$ cat config.mk
export PLATFORM = sky130hd
export DESIGN_NAME = boot_stream_loader_flat
export DESIGN_NICKNAME = d
export VERILOG_FILES = /design/src/boot_pkg.sv /design/src/boot_link_if.sv /design/src/boot_fifo.sv /design/src/boot_stream_loader.sv /design/src/flat_wrapper.sv
export VERILOG_INCLUDE_DIRS = /design/src /design/src/src
export SDC_FILE = /design/constraint.sdc
export NUM_CORES = 1
export LEC_CHECK = 0
export BUFFER_PORTS_ARGS = -buffer_cell sky130_fd_sc_hd__buf_4
export CAP_MARGIN = 20
export CELL_PAD_IN_SITES_DETAIL_PLACEMENT = 1
export CELL_PAD_IN_SITES_GLOBAL_PLACEMENT = 1
export CORE_MARGIN = 3
export CORE_UTILIZATION = 29
export CTS_CLUSTER_SIZE = 28
export DETAILED_ROUTE_END_ITERATION = 8
export GPL_ROUTABILITY_DRIVEN = 0
export HOLD_SLACK_MARGIN = 0.08
export PLACE_DENSITY = 0.56
export SLEW_MARGIN = 20
export SYNTH_ARGS = -nofsm -noshare
export SYNTH_HDL_FRONTEND = slang
export SYNTH_HIERARCHICAL = 1
export SYNTH_SLANG_ARGS = --single-unit
$ cat constraint.sdc
create_clock -name i_clock -period 4.9 [get_ports i_clock]
set_input_delay 0.98 -clock i_clock [delete_from_list [all_inputs] [get_ports i_clock]]
set_output_delay 0.98 -clock i_clock [all_outputs]
set_load 0.005 [all_outputs]
$ cat src/boot_consts.svh
// Constants shared by both ends of the boot stream link.
`ifndef BOOT_CONSTS_SVH
`define BOOT_CONSTS_SVH
// ----------------------------------------------------------------------
// Stream keys and layout
// ----------------------------------------------------------------------
`define KEY_WIDE 16'h10AA
`define KEY_BYTE 16'h08AA
`define RSVD_WORDS 16'h0008
`define END_MARK 16'h0000
// ----------------------------------------------------------------------
// Boot source selection pins
// ----------------------------------------------------------------------
`define SEL_PARALLEL 2'h0
`define SEL_SERIAL 2'h1
`define SEL_SYNC_SERIAL 2'h2
`define SEL_FLASH 2'h3
`define PULLUP_ALL 3'h7
// ----------------------------------------------------------------------
// Security password words
// ----------------------------------------------------------------------
`define PWD_WORDS 4'h8
`define PWD_ERASED 16'hFFFF
`endif

$ cat src/boot_pkg.sv
// Types shared by both ends of the boot stream link.
package boot_pkg;
    // Loader sequence states, one-hot.
    typedef enum logic [14:0] {
        S_INIT = 15'h0001,
        S_PWD = 15'h0002,
        S_SELECT = 15'h0004,
        S_KEY1 = 15'h0008,
        S_KEY2 = 15'h0010,
        S_RSVD = 15'h0020,
        S_ENTRY_HI = 15'h0040,
        S_ENTRY_LO = 15'h0080,
        S_BSIZE = 15'h0100,
        S_ADDR_HI = 15'h0200,
        S_ADDR_LO = 15'h0400,
        S_DATA = 15'h0800,
        S_WDOG = 15'h1000,
        S_EXIT = 15'h2000,
        S_RUN = 15'h4000
    } load_state_e;
    // Host sender states, one-hot.
    typedef enum logic [3:0] {
        H_IDLE = 4'h1,
        H_LOW = 4'h2,
        H_HIGH = 4'h4,
        H_DONE = 4'h8
    } host_state_e;
endpackage : boot_pkg

$ cat src/boot_link_if.sv
// Link between the external host and the boot stream loader.
`timescale 1ns/1ps
`default_nettype none
interface boot_link_if;
    logic [15:0] data; // Stream value; low byte only in byte-pair mode.
    logic valid; // Host offers a value.
    logic ready; // Loader can take a value.
    logic mode_trst; // Test-reset pin level.
    logic [1:0] mode_sel; // Two mode-select pin levels.
    logic [2:0] pullup_en; // Loader enables pull-ups on the mode pins.
    modport device (input data, valid, mode_trst, mode_sel,
                    output ready, pullup_en);
    modport host (output data, valid, mode_trst, mode_sel,
                  input ready, pullup_en);
endinterface : boot_link_if
`default_nettype wire

$ cat src/boot_fifo.sv
// Small synchronous FIFO with valid/ready on both sides.
`timescale 1ns/1ps
`default_nettype none
module boot_fifo #(
    parameter int WIDTH = 16,
    parameter int DEPTH = 8
) (
    // Clock and reset.
    input wire logic i_clock,
    input wire logic i_rst,
    // Filling side.
    input wire logic [WIDTH-1:0] i_data,
    input wire logic i_valid,
    output logic o_ready,
    // Draining side.
    output logic [WIDTH-1:0] o_data,
    output logic o_valid,
    input wire logic i_ready
);
    localparam int AW = $clog2(DEPTH);
    logic [WIDTH-1:0] mem [DEPTH]; // Storage words.
    logic [AW-1:0] wr_q; // Write pointer.
    logic [AW-1:0] rd_q; // Read pointer.
    logic [AW:0] cnt_q; // Words held.
    logic push;
    logic pop;

    // Full and empty come straight from the count.
    assign o_ready = (cnt_q != (AW+1)'(DEPTH));
    assign o_valid = (cnt_q != '0);
    assign o_data = mem[rd_q];
    assign push = i_valid && o_ready;
    assign pop = o_valid && i_ready;

    // Storage is written without reset; only the pointers and the count need one.
    always_ff @(posedge i_clock) begin
        if (push) begin
            mem[wr_q] <= i_data;
        end
    end

    // Pointers wrap at DEPTH, which need not be a power of two.
    always_ff @(posedge i_clock) begin
        if (i_rst) begin
            wr_q <= '0;
            rd_q <= '0;
            cnt_q <= '0;
        end else begin
            if (push) begin
                wr_q <= (wr_q == AW'(DEPTH - 1)) ? '0 : wr_q + 1'b1;
            end
            if (pop) begin
                rd_q <= (rd_q == AW'(DEPTH - 1)) ? '0 : rd_q + 1'b1;
            end
            cnt_q <= cnt_q + (AW+1)'(push) - (AW+1)'(pop);
        end
    end
endmodule : boot_fifo
`default_nettype wire

$ cat src/boot_stream_loader.sv
// Device end: start-up sequence, boot source choice and stream loader.
`timescale 1ns/1ps
`default_nettype none
`include "boot_consts.svh"
// Operation
// - First value equal to wide key selects words.
// - Else pair two values, compare byte key.
// - Abort on unknown key or disallowed width.
// - Single-width source only checks its own key.
// - Byte pairs arrive low byte then high.
// - Key, eight reserved words, then entry address.
// - Block: size, address upper then lower, data.
// - Data words go to consecutive addresses.
// - Block size zero ends the stream.
// - Set mode, then dummy password read unlocks; the code starts both in the same cycle.
// - Then boot source selection returns entry address.
// - Restore registers, then jump to entry.
// - Mode from test-reset and two select pins.
// - Select pins sampled later, not at reset.
// - Board holds select pins until sampled.
// - Pull-ups on select pins enabled from reset.
// - Board should strap select pins weakly.
// - Disable watchdog before any stream loader.
// - After load, enable watchdog and clear it.
// - No loader means watchdog left alone.
// - Long values send upper word first.
// - Entry address top byte sent as zero.
module boot_stream_loader #(
    parameter logic [31:0] FLASH_ENTRY = 32'h0000_1000,
    parameter logic [31:0] EMU_ENTRY = 32'h0000_2000,
    parameter int FIFO_DEPTH = 8
) (
    // Clock and reset.
    input wire logic i_clock,
    input wire logic i_rst,
    // Link to the host.
    boot_link_if.device link,
    // Password word read port.
    output logic [3:0] o_pwd_index,
    output logic o_pwd_rd,
    input wire logic [15:0] i_pwd_data,
    // Memory write port.
    output logic o_mem_we,
    output logic [31:0] o_mem_addr,
    output logic [15:0] o_mem_data,
    // Status and control toward the rest of the chip.
    output logic o_cpu_mode_set,
    output logic o_secure_unlocked,
    output logic [1:0] o_boot_source,
    output logic o_loader_active,
    output logic o_wdog_enable,
    output logic o_wdog_clear,
    output logic o_reg_restore,
    output logic o_jump,
    output logic [31:0] o_entry_address,
    output logic o_abort,
    output boot_pkg::load_state_e o_state
);
    import boot_pkg::*;
    // ------------------------------------------------------------------
    // Get-word path
    // ------------------------------------------------------------------
    logic [15:0] f_data; // Raw value at the FIFO head.
    logic f_valid; // FIFO holds a value.
    logic fetch; // Sequence is waiting for a stream value.
    logic pop; // A raw value is taken this cycle.
    logic word_ok; // A full 16-bit stream word is complete.
    logic [15:0] word; // The completed stream word.
    logic byte_q; // Byte-pair mode chosen by the key.
    logic lo_have_q; // Low byte of a pair is held.
    logic [7:0] lo_q; // The held low byte.
    logic [15:0] first_q; // First header value.
    logic allow_wide_q; // Source permits word mode.
    logic allow_byte_q; // Source permits byte-pair mode.
    logic [15:0] cnt_q; // Reserved or data words still to come.
    logic [15:0] upper_word_q; // Upper word of a long value.
    logic pwd_ok_q; // All password words read as erased so far.
    load_state_e state_q; // Boot sequence state.
    // The FIFO decouples the host from the sequence, which may stall.
    boot_fifo #(.WIDTH(16), .DEPTH(FIFO_DEPTH)) u_fifo (
        .i_clock(i_clock), .i_rst(i_rst),
        .i_data(link.data), .i_valid(link.valid),
        .o_ready(link.ready), .o_data(f_data),
        .o_valid(f_valid), .i_ready(fetch)
    );
    // Every loading state draws from the same path.
    assign fetch = state_q inside {S_KEY1, S_KEY2, S_RSVD, S_ENTRY_HI,
        S_ENTRY_LO, S_BSIZE, S_ADDR_HI, S_ADDR_LO, S_DATA};
    assign pop = fetch && f_valid;
    // In byte-pair mode the second byte is the high one.
    assign word_ok = pop && (!byte_q || lo_have_q);
    assign word = byte_q ? {f_data[7:0], lo_q} : f_data;
    // Pull-ups stay on from reset; nothing ever turns them off.
    assign link.pullup_en = `PULLUP_ALL;
    // Byte pairing tracks which half of a word is next.
    always_ff @(posedge i_clock) begin
        if (i_rst) begin
            lo_have_q <= 1'b0;
            lo_q <= 8'h00;
        end else if (pop && byte_q) begin
            lo_have_q <= !lo_have_q;
            if (!lo_have_q) begin
                lo_q <= f_data[7:0];
            end
        end
    end
    // ------------------------------------------------------------------
    // Boot sequence
    // ------------------------------------------------------------------
    // One pass from reset to the jump; the run state is terminal.
    always_ff @(posedge i_clock) begin
        if (i_rst) begin
            state_q <= S_INIT;
            byte_q <= 1'b0;
            first_q <= 16'h0000;
            allow_wide_q <= 1'b0;
            allow_byte_q <= 1'b0;
            cnt_q <= 16'h0000;
            upper_word_q <= 16'h0000;
            pwd_ok_q <= 1'b1;
            o_pwd_index <= 4'h0;
            o_pwd_rd <= 1'b0;
            o_mem_we <= 1'b0;
            o_mem_addr <= 32'h0000_0000;
            o_mem_data <= 16'h0000;
            o_cpu_mode_set <= 1'b0;
            o_secure_unlocked <= 1'b0;
            o_boot_source <= `SEL_FLASH;
            o_loader_active <= 1'b0;
            o_wdog_enable <= 1'b1;
            o_wdog_clear <= 1'b0;
            o_reg_restore <= 1'b0;
            o_jump <= 1'b0;
            o_entry_address <= 32'h0000_0000;
            o_abort <= 1'b0;
        end else begin
            o_mem_we <= 1'b0;
            o_wdog_clear <= 1'b0;
            o_reg_restore <= 1'b0;
            o_jump <= 1'b0;
            o_cpu_mode_set <= 1'b0;
            case (state_q)
                S_INIT: begin
                    // Processor mode and the password read start in the same cycle.
                    o_cpu_mode_set <= 1'b1;
                    o_pwd_rd <= 1'b1;
                    o_pwd_index <= 4'h0;
                    state_q <= S_PWD;
                end
                S_PWD: begin
                    // Data is valid for the index shown this cycle.
                    if (o_pwd_index == `PWD_WORDS - 4'h1) begin
                        o_pwd_rd <= 1'b0;
                        o_secure_unlocked <= pwd_ok_q &&
                            (i_pwd_data == `PWD_ERASED);
                        state_q <= S_SELECT;
                    end else begin
                        pwd_ok_q <= pwd_ok_q && (i_pwd_data == `PWD_ERASED);
                        o_pwd_index <= o_pwd_index + 4'h1;
                    end
                end
                S_SELECT: begin
                    // Pins are first looked at here, long after reset.
                    o_boot_source <= link.mode_sel;
                    if (link.mode_trst) begin
                        o_entry_address <= EMU_ENTRY;
                        state_q <= S_EXIT;
                    end else if (link.mode_sel == `SEL_FLASH) begin
                        o_entry_address <= FLASH_ENTRY;
                        state_q <= S_EXIT;
                    end else begin
                        o_wdog_enable <= 1'b0;
                        o_loader_active <= 1'b1;
                        allow_wide_q <= (link.mode_sel == `SEL_PARALLEL);
                        allow_byte_q <= 1'b1;
                        state_q <= S_KEY1;
                    end
                end
                S_KEY1: begin
                    if (pop) begin
                        first_q <= f_data;
                        if (allow_wide_q && f_data == `KEY_WIDE) begin
                            cnt_q <= `RSVD_WORDS;
                            state_q <= S_RSVD;
                        end else if (allow_byte_q) begin
                            state_q <= S_KEY2;
                        end else begin
                            o_abort <= 1'b1;
                            o_entry_address <= FLASH_ENTRY;
                            state_q <= S_WDOG;
                        end
                    end
                end
                S_KEY2: begin
                    if (pop) begin
                        if ({f_data[7:0], first_q[7:0]} == `KEY_BYTE) begin
                            byte_q <= 1'b1;
                            cnt_q <= `RSVD_WORDS;
                            state_q <= S_RSVD;
                        end else begin
                            o_abort <= 1'b1;
                            o_entry_address <= FLASH_ENTRY;
                            state_q <= S_WDOG;
                        end
                    end
                end
                S_RSVD: begin
                    if (word_ok) begin
                        cnt_q <= cnt_q - 16'h0001;
                        state_q <= (cnt_q == 16'h0001) ? S_ENTRY_HI : S_RSVD;
                    end
                end
                S_ENTRY_HI, S_ADDR_HI: begin
                    // The entry top byte is trusted to be zero.
                    if (word_ok) begin
                        upper_word_q <= word;
                        state_q <= (state_q == S_ADDR_HI) ? S_ADDR_LO :
                                   S_ENTRY_LO;
                    end
                end
                S_ENTRY_LO: begin
                    if (word_ok) begin
                        o_entry_address <= {upper_word_q, word};
                        state_q <= S_BSIZE;
                    end
                end
                S_BSIZE: begin
                    if (word_ok) begin
                        cnt_q <= word;
                        state_q <= (word == `END_MARK) ? S_WDOG : S_ADDR_HI;
                    end
                end
                S_ADDR_LO: begin
                    if (word_ok) begin
                        // Pre-decrement so the first write lands on it.
                        o_mem_addr <= {upper_word_q, word} - 32'h1;
                        state_q <= S_DATA;
                    end
                end
                S_DATA: begin
                    if (word_ok) begin
                        o_mem_we <= 1'b1;
                        o_mem_addr <= o_mem_addr + 32'h1;
                        o_mem_data <= word;
                        cnt_q <= cnt_q - 16'h0001;
                        state_q <= (cnt_q == 16'h0001) ? S_BSIZE : S_DATA;
                    end
                end
                S_WDOG: begin
                    // Reached only after a loader ran, even an aborted one.
                    o_wdog_enable <= 1'b1;
                    o_wdog_clear <= 1'b1;
                    o_loader_active <= 1'b0;
                    state_q <= S_EXIT;
                end
                S_EXIT: begin
                    o_reg_restore <= 1'b1;
                    state_q <= S_RUN;
                end
                S_RUN: begin
                    // Jump pulses once, one cycle after the restore.
                    o_jump <= o_reg_restore;
                end
                default: begin
                    state_q <= S_INIT;
                end
            endcase
        end
    end
    assign o_state = state_q;
endmodule : boot_stream_loader
`default_nettype wire

$ cat src/flat_wrapper.sv
// flat-port wrapper written by rule: the top's interface ports become plain ports
module boot_stream_loader_flat import boot_pkg::*;
#(
    parameter logic [31:0] FLASH_ENTRY = 32'h0000_1000,
    parameter logic [31:0] EMU_ENTRY = 32'h0000_2000,
    parameter int FIFO_DEPTH = 8
)
  (i_clock, i_rst, o_pwd_index, o_pwd_rd, i_pwd_data, o_mem_we, o_mem_addr, o_mem_data, o_cpu_mode_set, o_secure_unlocked, o_boot_source, o_loader_active, o_wdog_enable, o_wdog_clear, o_reg_restore, o_jump, o_entry_address, o_abort, o_state, link_data, link_valid, link_mode_trst, link_mode_sel, link_ready, link_pullup_en);
  boot_link_if link_i ();
  input wire logic i_clock;
  input wire logic i_rst;
  output logic [3:0] o_pwd_index;
  output logic o_pwd_rd;
  input wire logic [15:0] i_pwd_data;
  output logic o_mem_we;
  output logic [31:0] o_mem_addr;
  output logic [15:0] o_mem_data;
  output logic o_cpu_mode_set;
  output logic o_secure_unlocked;
  output logic [1:0] o_boot_source;
  output logic o_loader_active;
  output logic o_wdog_enable;
  output logic o_wdog_clear;
  output logic o_reg_restore;
  output logic o_jump;
  output logic [31:0] o_entry_address;
  output logic o_abort;
  output boot_pkg::load_state_e o_state;
  input wire logic [$bits(link_i.data)-1:0] link_data;
  input wire logic [$bits(link_i.valid)-1:0] link_valid;
  input wire logic [$bits(link_i.mode_trst)-1:0] link_mode_trst;
  input wire logic [$bits(link_i.mode_sel)-1:0] link_mode_sel;
  output wire logic [$bits(link_i.ready)-1:0] link_ready;
  output wire logic [$bits(link_i.pullup_en)-1:0] link_pullup_en;
  assign link_i.data = link_data;
  assign link_i.valid = link_valid;
  assign link_i.mode_trst = link_mode_trst;
  assign link_i.mode_sel = link_mode_sel;
  assign link_ready = link_i.ready;
  assign link_pullup_en = link_i.pullup_en;
  boot_stream_loader #(.FLASH_ENTRY(FLASH_ENTRY), .EMU_ENTRY(EMU_ENTRY), .FIFO_DEPTH(FIFO_DEPTH)) u_core (.i_clock(i_clock), .i_rst(i_rst), .link(link_i), .o_pwd_index(o_pwd_index), .o_pwd_rd(o_pwd_rd), .i_pwd_data(i_pwd_data), .o_mem_we(o_mem_we), .o_mem_addr(o_mem_addr), .o_mem_data(o_mem_data), .o_cpu_mode_set(o_cpu_mode_set), .o_secure_unlocked(o_secure_unlocked), .o_boot_source(o_boot_source), .o_loader_active(o_loader_active), .o_wdog_enable(o_wdog_enable), .o_wdog_clear(o_wdog_clear), .o_reg_restore(o_reg_restore), .o_jump(o_jump), .o_entry_address(o_entry_address), .o_abort(o_abort), .o_state(o_state));
endmodule
* Word level (Yosys, flattened, before mapping)
Memory sizes are Yosys's and may differ from the RTL's. A register that Yosys moved wholly into a read port is not among the register bits. Index checks and enable logic that the tools add are counted.
Storage, ports and cells: output and inout bits 115, memories kept 1, bits of input ports 38, bits in writable memories 128, flip-flop bits (word level) 174, logic and storage cells 190
Cells by class: multiplexer cells 65, reduce and logical (&&, ||, !) cells 39, $add $sub $neg 8, bitwise gates (word level) 6, equal/unequal tests 43
Memory list:
- u_core.u_fifo.mem | depth 8, width 16, read ports 1, clocked after Yosys merged registers in 1, write ports 1, line boot_fifo.sv:21 | logic [WIDTH-1:0] mem [DEPTH];
Operators by type and width (count):
- $mux 32 | 10
- $pmux 15 s14 | 1
- $mux 15 | 11
- $pmux 32 s4 | 1
- $mux 16 | 7
- $pmux 16 s4 | 1
- $pmux 32 s2 | 1
- $mux 13 | 3
- $add 32x1->32 const B | 1
- $sub 32x1->32 const B | 1
- $ne 2x1->1 const B | 10
- $eq 16x1->1 const B | 1
- $eq 16x12->1 const B | 1
- $eq 16x13->1 const B | 1
- $eq 16x16->1 const B | 1
- $logic_not 16->1 | 1
- $mux 1 | 16
- $ne 2x2->1 const B | 8
- $reduce_and 2->1 | 8
- $sub 16x1->16 const B | 1
- $eq 15x1->1 const B | 1
- $eq 15x10->1 const B | 1
- $eq 15x11->1 const B | 1
- $eq 15x12->1 const B | 1
- 42 further kinds | 72

* Logic depth before layout (Yosys ltp)
Gate-level depths: netlist (run 1).
depth in word-level cells 6, depth in mapped cells 16, mapped depth without buffers 12

* By module
The synthesis (run 1) kept the hierarchy.
By module, submodules not included:
- boot_stream_loader | area an instance 9326.4 µm², seq. area each 3283.1 µm², cells each 1157, instances 1
- boot_fifo | area an instance 5630.4 µm², seq. area each 4103.9 µm², cells each 261, instances 1

* Least setup slack after synthesis (run 1)
No wires, ideal clock.
path type register -> register, start reg (tool-made name), end reg u_core.o_mem_addr[31], path buffers 3, setup time 0.132 ns, slack 1.301 ns, period minus slack after synthesis 3.599 ns, data arrival time 3.466 ns, required time 4.768 ns, stages on the path, launching flop included 12, cells stage by stage dfxtp_1 > buf_6 > buf_6 > mux4_1 > mux2_2 > buf_6 > or4_4 > a222oi_1 > nand4_2 > o31a_1 > o21ai_1 > a21oi_1
RTL lines:
- end signal, assigned | line boot_stream_loader.sv:236 | o_mem_addr <= {upper_word_q, word} - 32'h1;
- end signal, assigned | line boot_stream_loader.sv:243 | o_mem_addr <= o_mem_addr + 32'h1;
- end, declared | line boot_stream_loader.sv:44 | output logic [31:0] o_mem_addr,

==> results of run 1 <==
[per-layer routing]
metal  GRT usage  vias up  part of all wire
li1            -     5655                 -
met1      0.2441     5935              0.46
met2      0.3057      235              0.48
met3     0.02573       63             0.041
met4     0.04119        0             0.017
met5           0        -                 0
[how the worst max path moves through the flow]
stage	endpoint	slack, ps	cells after the start
6_report	u_core/o_entry_address[3]	960	9
5_1_grt	u_core/o_entry_address[3]	700	9
4_1_cts	u_core/o_entry_address[3]	910	9
3_5_place_dp	u_core/o_entry_address[3]	940	9
3_3_place_gp	u_core/o_entry_address[3]	960	9
2_1_floorplan	u_core/o_mem_addr[31]	1300	11
[worst max-delay path, stage by stage (launching register included)]
cell	delay, ps
dfxtp_1	330
buf_4	280
mux4_1	600
mux2_2	380
nor4bb_1	170
and4_1	250
and2_1	180
a21oi_1	330
and3b_2	910
mux2_1	380
[synthesized netlist by cell type, types with 15 or more instances]
library cell,count,area share
a211oi_1,43,0.022
a21oi_1,68,0.023
clkbuf_1,72,0.018
dfxtp_1,177,0.24
edfxtp_1,128,0.26
ha_1,15,0.013
inv_1,21,0.0053
mux2_2,24,0.018
mux2i_1,69,0.046
mux4_1,28,0.049
nand2_1,134,0.034
nand2b_1,26,0.011
nand3_1,42,0.014
nand4_1,28,0.012
nor2_1,114,0.029
nor3_1,52,0.017
nor4_1,34,0.014
o21ai_0,25,0.0084
o21ai_1,15,0.0050
or4_1,16,0.0080
xnor2_1,17,0.010
[metrics by stage]
stage | util | instance area [µm²]
floorplan | - | 14960
CTS | 0.3572 | 18070
detailed placement | 0.3334 | 16860
global placement | 0.3334 | 16860
finish | 0.3578 | 18100
global route | 0.3578 | 18100
[kinds of logic (layout without fill, tap and decap cells)]
| group | after synthesis | after routing |
|---|---|---|
| AND/OR/NAND/NOR | 553 | 553 |
| flip-flops | 305 | 305 |
| AO/OA/AOI/OAI | 266 | 266 |
| multiplexers | 126 | 126 |
| buffers and inverters | 125 | 280 |
| XOR/XNOR | 26 | 26 |
| adder cells (fa/ha/maj) | 16 | 16 |
| other | 1 | 3 |
[registers in the layout, summed over array words and instances, names as in the netlist, 2 cells and up, named ones only]
name,cells
u_core/u_fifo/mem,128
u_core/o_entry_address,32
u_core/o_mem_addr,32
u_core/cnt_q,16
u_core/o_mem_data,16
u_core/upper_word_q,16
u_core/o_state,15
u_core/first_q,8
u_core/lo_q,8
u_core/o_pwd_index,4
u_core/u_fifo/cnt_q,4
u_core/u_fifo/rd_q,3
u_core/u_fifo/wr_q,3
u_core/o_boot_source,2
[power by group through the flow]
stage          clock (mW)  sequential [mW]  combinational [mW]
6_report             2.74             2.84                1.29
5_1_grt              2.93             2.85                1.41
4_1_cts              2.84             2.84                1.29
3_5_place_dp            0             2.90                1.28
3_3_place_gp            0             2.89                1.28
2_1_floorplan           0             2.85               0.778
[final cells by class]
type / instances / area, µm²
fill: 5638 / 32480
sequential: 305 / 7388
multi-input combinational: 990 / 7138
timing repair buffer: 192 / 1445
clock buffer: 46 / 1001
tap: 672 / 840.8
clock inverter: 20 / 203.9
inverter: 22 / 82.58
==> impl_metrics.tcl, run 1 <==
set metrics [dict create \
    arrival_ps 4370 \
    power_switching_mw 2.066 \
    overflow 0 \
    io_pins 153 \
    antenna_found_initial 0 \
    finalHoldViolCount 0 \
    netlist_area_mm2 0.01496 \
    reg2reg_to "u_core/o_entry_address[3]" \
    p_comb_frac 0.188 \
    setup_ws_ps 959.2 \
    vdd_ir_drop_max_mv 0.3050 \
    cts_max_level 2 \
    dieArea_mm2 0.05434 \
    dr_total_vias 11890 \
    p_int_mw 4.805 \
    mostFrequentLayoutCell "buf_4" \
    fin_worst_skew_ps 23.61 \
    root_buffer "clkbuf_16" \
    pwr-share-clk 0.399 \
    die_h_um 233.1 \
    fin_worst_hold_slack_ps 449.1 \
    synth_top_family_by_area "simple AND/OR/NAND/NOR gates" \
    status "finished, final reports clean" \
    worstSetupPathType "flip-flop to flip-flop" \
    max-cap-violations 0 \
    post-place-cells 2179 \
    clkSinkCount 305 \
    clk_pin_slew_ps 60 \
    worst_pin_slew_ps 1117 \
    tns_ps 0 \
    place_ws_ps 940.6 \
    total_power_mw 6.871 \
    worstPathMaxFanout 30 \
    synth_cell_types 92 \
    min_period_ps 3941 \
    synth_area_per_cell_um2 10.55 \
    die_w_um 233.1 \
    required_ps 5330 \
    hold_depth 2 \
    max_freq_ghz 0.2538 \
    min-delay-start "u_core/first_q[7]" \
    grt_util_all_layers 0.1804 \
    synth_cells 1418 \
    synth-xor-area-share 0.01523 \
    maxSlewHeadroom 0.2528 \
    cp-end-kind "flip-flop" \
    drtPass1Iterations 5 \
    wl_per_cell_um 22.01 \
    rr_worst_depth 9 \
    final_cells 2247 \
    switching_share 0.3007 \
    drtAntennaViolNets 0 \
    cts_tree "yes" \
    grt_first_pass_wirelength_um 76020 \
    cts_made_buffers 37 \
    core_mm2 0.05058 \
    antenna_cells 0 \
    wirelength_um 49460 \
    nets 1602 \
    setup_viol 0 \
    synthAdderAreaFrac 0.01389 \
    synth_warnings 6 \
    muxShareOfSynthArea 0.1202 \
    synth-edff-count 128 \
    regToRegSetupSlack_ps 960 \
    synth-async-reset-ratio 0 \
    synthSimpleGateAreaFrac 0.1989 \
    ys_seq_area_frac 0.4939 \
    final_cell_mix "buf_4 (191), dfxtp_1 (176), nand2_1 (134)" \
    period_share 0.8043 \
    cts_buffer_depth 3 \
    rsz0062_at_grt "no" \
    clkLatencyLatePin_ps 550 \
    port_buffers 149 \
    seq_power_share 0.414 \
    powerDensity_mw_per_mm2 379.6 \
    start_kind "flip-flop" \
    areaGrowthSynthToFinish_pct 21.01 \
    drt_iter0_drc 753 \
    cts_setup_buffers 0 \
    row_count 82 \
    synth_compound_area_frac 0.1209 \
    synthFlopType "dfxtp_1" \
    drv_slew 0 \
    start_util 0.2957 \
    postCtsHoldBufs 0 \
    ys_ff_latch 305 \
    drc 0 \
    grt_max_degree 58 \
    grt_pass1_vias 12120 \
    cts_resized 0 \
    place_hpwl_um 34330 \
    min-delay-path-class "flip-flop to flip-flop" \
    drive_gt1_frac 0.2102 \
    power.leakage_nw 6.184 \
    viasPerCell 5.291 \
    hold_end "u_core/first_q[7]" \
]
No activity file was read; power rests on OpenSTA's default activity.
==> run 2, diff against run 1 <==
ABC_AREA = 1   (was not set)
PLACE_DENSITY = 0.61   (was 0.56)
clock period = 3.6 ns   (was 4.9 ns; I/O delays follow)
==> impl_metrics.tcl, run 2 <==
set metrics [dict create \
    core_mm2 0.05297 \
    yosys.area.top_type "edfxtp_1" \
    viasPerCell 4.797 \
    nets 2334 \
    drc 0 \
    grt_pass1_vias 15130 \
    areaGrowthSynthToFinish_pct 21.37 \
    antenna_cells 0 \
    die_h_um 238.2 \
    drtAntennaViolNets 0 \
    drive_gt1_frac 0.1362 \
    arrival_ps 3770 \
    dieArea_mm2 0.05675 \
    synth_warnings 6 \
    worstPathMaxFanout 64 \
    final_cell_mix "nand2_1 (507), inv_1 (340), nor2_1 (236)" \
    cts_buffer_depth 3 \
    cts_setup_buffers 0 \
    synth_area_per_cell_um2 7.370 \
    pwr-share-clk 0.287 \
    drv_slew 0 \
    overflow 0 \
    fill_cells 6570 \
    rsz0062_at_grt "no" \
    synth_top_cells_by_area "edfxtp_1 (25%), dfxtp_1 (23%), nand2_1 (12%), inv_1 (8.2%), nor2_1 (5.7%)" \
    io_pins 153 \
    reg2reg_to "u_core/o_mem_addr[20]" \
    met1_usage 0.2526 \
    synth_cell_types 51 \
    maxSlewHeadroom 0.3776 \
    grt_max_degree 65 \
    clkSinkCount 305 \
    switching_share 0.4177 \
    synthFlopType "dfxtp_1" \
    p_comb_frac 0.406 \
    fin_worst_skew_ps 21.28 \
    power.leakage_nw 8.404 \
    min-delay-start "link_data[6]" \
    port_buffers 149 \
    p_int_mw 7.992 \
    clkLatencyLatePin_ps 570 \
    max-cap-violations 0 \
    largest_register_ffs 128 \
    setup_viol 0 \
    worst_pin_slew_ps 927.4 \
    worstSetupPathType "flip-flop to flip-flop" \
    clk_pin_slew_ps 60 \
    wirelength_um 54210 \
    hold_end "u_core/u_fifo/mem[0][6]" \
    top_regs "u_core/u_fifo/mem x128, u_core/o_entry_address x32, u_core/o_mem_addr x32" \
    place_hpwl_um 39230 \
    hold_depth 1 \
    mostFrequentLayoutCell "nand2_1" \
    synth-async-reset-ratio 0 \
    seq_power_share 0.307 \
    netlist_area_mm2 0.01564 \
    required_ps 4090 \
    root_buffer "clkbuf_16" \
    drtPass1Iterations 5 \
    regToRegSetupSlack_ps 320 \
    min-delay-path-class "input port to flip-flop" \
    dpl_cell_area_mm2 0.01768 \
    wl_per_cell_um 18.07 \
    tns_ps 0 \
    ys_seq_area_frac 0.4723 \
    vdd_ir_drop_max_mv 0.3117 \
    row_count 84 \
    met3_usage 0.02427 \
    cts_tree "yes" \
    synth_top_area_share 0.2458 \
    rr_worst_depth 24 \
    synth-edff-count 128 \
    status "finished, final reports clean" \
    top_register "u_core/u_fifo/mem" \
    synth_common_cells "nand2_1 (508), inv_1 (341), nor2_1 (236)" \
    die_w_um 238.2 \
    cts_made_buffers 40 \
    ys_ff_latch 305 \
    powerDensity_mw_per_mm2 723.0 \
    cp-end-kind "flip-flop" \
    start_kind "flip-flop" \
    gr-usage-met2 0.3213 \
    dr_total_vias 14390 \
    grt_util_all_layers 0.1899 \
    min_period_ps 3283 \
    antenna_found_initial 0 \
    period_share 0.9119 \
    finalInstanceArea_mm2 0.01898 \
    cts_max_level 2 \
    drt_iter0_drc 784 \
    synth_cells 2122 \
    synthMostInstantiatedCell "nand2_1" \
    power_switching_mw 5.733 \
    start_util 0.2953 \
    finalHoldViolCount 0 \
    busiest_layer "met2" \
    grt_first_pass_wirelength_um 85200 \
    max_freq_ghz 0.3046 \
]
-- run 2: cell count changes after synthesis, sizes merged, moves of 19 or more --
cell / change
clkbuf: -41
mux2: -25
a211oi: -32
o21ai: +112
nor4: -34
nand2b: -26
nor2: +137
mux2i: -69
nand2: +382
mux4: -32
inv: +326
a21oi: +71
buf: +19
nand3: +126
-- run 2: layout make-up --
cell class | instances | area [µm²] | area share
Timing Repair Buffer | 195 | 1526 | 0.08042
Multi-Input combinational cell | 1388 | 6598 | 0.3476
Clock buffer | 58 | 1132 | 0.05965
Sequential cell | 305 | 7388 | 0.3892
Clock inverter | 16 | 153.9 | 0.008108
Inverter | 350 | 1323 | 0.06967
Tap cell | 688 | 860.8 | 0.04535
-- run 2: logic make-up after synthesis --
family                   share of synthesized area
buffers and inverters                       0.1127
other                                    0.0002398
XOR/XNOR                                   0.01176
adder cells (fa/ha/maj)                    0.01328
AND/OR/NAND/NOR                             0.2788
flip-flops                                  0.4723
AO/OA/AOI/OAI                               0.1109
-- run 2: power groups by stage --
stage                     Clock, mW  Combinational [mW]  Sequential (mW)
after floorplan                   0                3.52             4.22
after CTS                      4.07                5.63             4.21
after global routing           4.21                6.29             4.25
after global placement            0                5.45             4.27
final                          3.94                5.57             4.21
after detailed placement          0                5.61             4.28
-- run 2: per-layer routing --
layer,share of wire,up-vias
met4,0.026,0
met5,0,-
li1,-,7104
met1,0.47,6993
met2,0.47,219
met3,0.033,76
-- run 2: through the flow --
step | utilization | instances | power (mW) | hold WS [ps] | setup WS (ps)
floorplan | - | 2124 | 7.734 | 429.2 | 939.2
global placement | 0.3337 | 2926 | 9.727 | 435.3 | 260.9
detailed placement | 0.3337 | 2926 | 9.890 | 440.8 | 243.7
CTS | 0.3580 | 3000 | 13.92 | 335.8 | 191.3
global route | 0.3583 | 3000 | 14.75 | 367.3 | 12.17
finish | 0.3583 | 3000 | 13.72 | 375.8 | 317.1
-- run 2: worst max path at each step --
stage / start / end / slack (ps) / depth (start not counted)
3_5_place_dp: flip-flop / u_core/o_mem_addr[23] / 240 / 17
4_1_cts: flip-flop / u_core/o_mem_addr[23] / 190 / 18
2_1_floorplan: flip-flop / u_core/o_mem_addr[24] / 940 / 23
6_report: flip-flop / u_core/o_mem_addr[20] / 320 / 24
5_1_grt: flip-flop / u_core/o_mem_addr[20] / 10 / 24
3_3_place_gp: flip-flop / u_core/o_mem_addr[23] / 260 / 18
-- run 2: critical path, cell delays in order, from the launching register on --
cell     delay [ps]
dfxtp_2         360
buf_12          260
nand2_1         120
nand3_1         100
nand2_1          60
nand2_1          50
nand2_1         160
inv_1           130
o21ai_0         130
inv_1           110
ha_1            230
inv_1            60
nor2_1          190
nand2_1         140
nor2_1          180
nand2_1         110
inv_1            90
nand2_1         110
inv_1           110
nand2_1          50
nand2_1          60
nand3_1          70
nand2_1          80
nand2_1          50
a21oi_1         150
-- run 2: timing repair --
action | 4_1_cts | 5_1_grt
endpoints found under the setup margin | 0 | 33
resized for setup | 0 | 7
hold buffers | 0 | 0
==> run 3, diff against run 2 <==
GPL_TIMING_DRIVEN = 0   (was not set)
PLACE_DENSITY = not set   (was 0.61)
PLACE_DENSITY_LB_ADDON = 0.1   (was not set)
clock period = 3.8 ns   (was 3.6 ns; I/O delays follow)
==> impl_metrics.tcl, run 3 (synthesized netlist as in run 2, its figures left out) <==
set metrics [dict create \
    worstSetupPathType "flip-flop to flip-flop" \
    clkSinkCount 305 \
    wirelength_um 58590 \
    required_ps 4290 \
    clk_pin_slew_ps 60 \
    cts_tree "yes" \
    grt_first_pass_wirelength_um 89790 \
    max-cap-violations 0 \
    antenna_found_initial 0 \
    worstPathMaxFanout 10 \
    powerDensity_mw_per_mm2 678.3 \
    post-place-cells 2976 \
    grt_util_all_layers 0.2052 \
    row_count 84 \
    fin_worst_skew_ps 17.60 \
    cts_buffer_depth 3 \
    final_cells 3048 \
    top_regs "u_core/u_fifo/mem x128, u_core/o_entry_address x32, u_core/o_mem_addr x32" \
    final_cell_mix "nand2_1 (507), inv_1 (340), nor2_1 (236)" \
    grt_pass1_vias 15450 \
    areaGrowthSynthToFinish_pct 22.05 \
    finalHoldViolCount 0 \
    core_mm2 0.05297 \
    drtPass1Iterations 5 \
    top_register "u_core/u_fifo/mem" \
    cts_max_level 2 \
    io_pins 153 \
    maxSlewHeadroom 0.2981 \
    drt_iter0_drc 663 \
    root_buffer "clkbuf_16" \
    largest_register_ffs 128 \
    place_hpwl_um 45300 \
    clkLatencyLatePin_ps 570 \
    drive_gt1_frac 0.1407 \
    arrival_ps 3910 \
    grt_max_degree 12 \
    total_power_mw 12.95 \
    mostFrequentLayoutCell "nand2_1" \
    die_h_um 238.2 \
    worst_pin_slew_ps 1046 \
    fin_worst_hold_slack_ps 424.7 \
    port_buffers 148 \
    viasPerCell 4.785 \
    status "finished, final reports clean" \
    setup_ws_ps 377.1 \
    finalInstanceArea_mm2 0.01909 \
    max_freq_ghz 0.2921 \
    antenna_cells 0 \
    dr_total_vias 14580 \
    die_w_um 238.2 \
    dieArea_mm2 0.05675 \
    place_ws_ps -212.6 \
    rsz0062_at_grt "no" \
    drtAntennaViolNets 0 \
    min_period_ps 3423 \
    overflow 0 \
    start_util 0.2953 \
    cts_made_buffers 39 \
    wl_per_cell_um 19.22 \
    drc 0 \
    drv_slew 0 \
    start_kind "flip-flop" \
    dpl_cell_area_mm2 0.01779 \
    power.leakage_nw 8.450 \
    period_share 0.9008 \
    min-delay-path-class "input port to flip-flop" \
    cp-end-kind "flip-flop" \
    nets 2385 \
    vdd_ir_drop_max_mv 0.3593 \
    setup_viol 0 \
]
[run 3: changes by cell type in the layout (fill, tap and decap cells not counted), sizes merged]
cell,delta
clkbuf,+34
clkinv,-2
buf,+17
inv,+1
bufinv,-1
clkinvlp,-1
[run 3: power breakdown]
| part | switching, mW | internal (mW) | total [mW] |
|---|---|---|---|
| clock | 1.48 | 2.11 | 3.59 |
| combinational | 3.84 | 1.56 | 5.40 |
| sequential | 0.204 | 3.76 | 3.96 |
| total | 5.52 | 7.43 | 12.9 |
[run 3: final cells by class]
type / count / area [µm²]
buffer: 81 / 454.2
tap: 688 / 860.8
timing repair buffer: 166 / 1261
sequential: 305 / 7387
clock inverter: 13 / 128.9
clock buffer: 57 / 1114
multi-input combinational: 1388 / 6569
inverter: 350 / 1314
fill: 6542 / 33880
[run 3: what timing repair did]
item / CTS / global route
setup endpoints to repair: 12 / 17
pin swaps: 0 / 1
setup buffers: 0 / 2
gates resized for setup: 2 / 11
hold buffers: 0 / 0
[run 3: final timing paths]
path                                      startpoint                      to  slack [ps]  depth (start not counted)
worst min-delay path                           i_rst  u_core/u_fifo/cnt_q[1]         420                          2
worst min register to register  u_core/o_mem_data[2]    u_core/o_mem_data[2]         440                          2
worst max register to register             flip-flop   u_core/o_mem_addr[24]         380                         18
worst max-delay path                       flip-flop   u_core/o_mem_addr[24]         380                         18
[run 3: worst max-delay path, stage by stage (launching register included)]
cell and delay, ps:
dfxtp_1 290, buf_2 170, inv_1 190, buf_2 320, nand2_1 90, nand2_1 210
inv_1 130, o21ai_1 720, nor2_1 150, nand2_1 150, nor2_1 70, nand2_1 100
inv_1 70, nand2_1 140, inv_1 90, nand3_1 90, xor2_1 190, nand2_1 80
a21oi_1 120
[run 3: stage by stage]
stage	TNS (ps)	utilization
2_1_floorplan	0	-
3_3_place_gp	-5551	0.3326
3_5_place_dp	-1065	0.3359
4_1_cts	0	0.3594
5_1_grt	0	0.3604
6_report	0	0.3604
[run 3: per-layer routing]
layer / vias up / global-route usage / wire, µm
met5: - / 0 / 0
met4: 0 / 0.06652 / 1654
met3: 89 / 0.02762 / 1964
met2: 235 / 0.3854 / 30500
met1: 7038 / 0.2404 / 24470
li1: 7222 / - / -
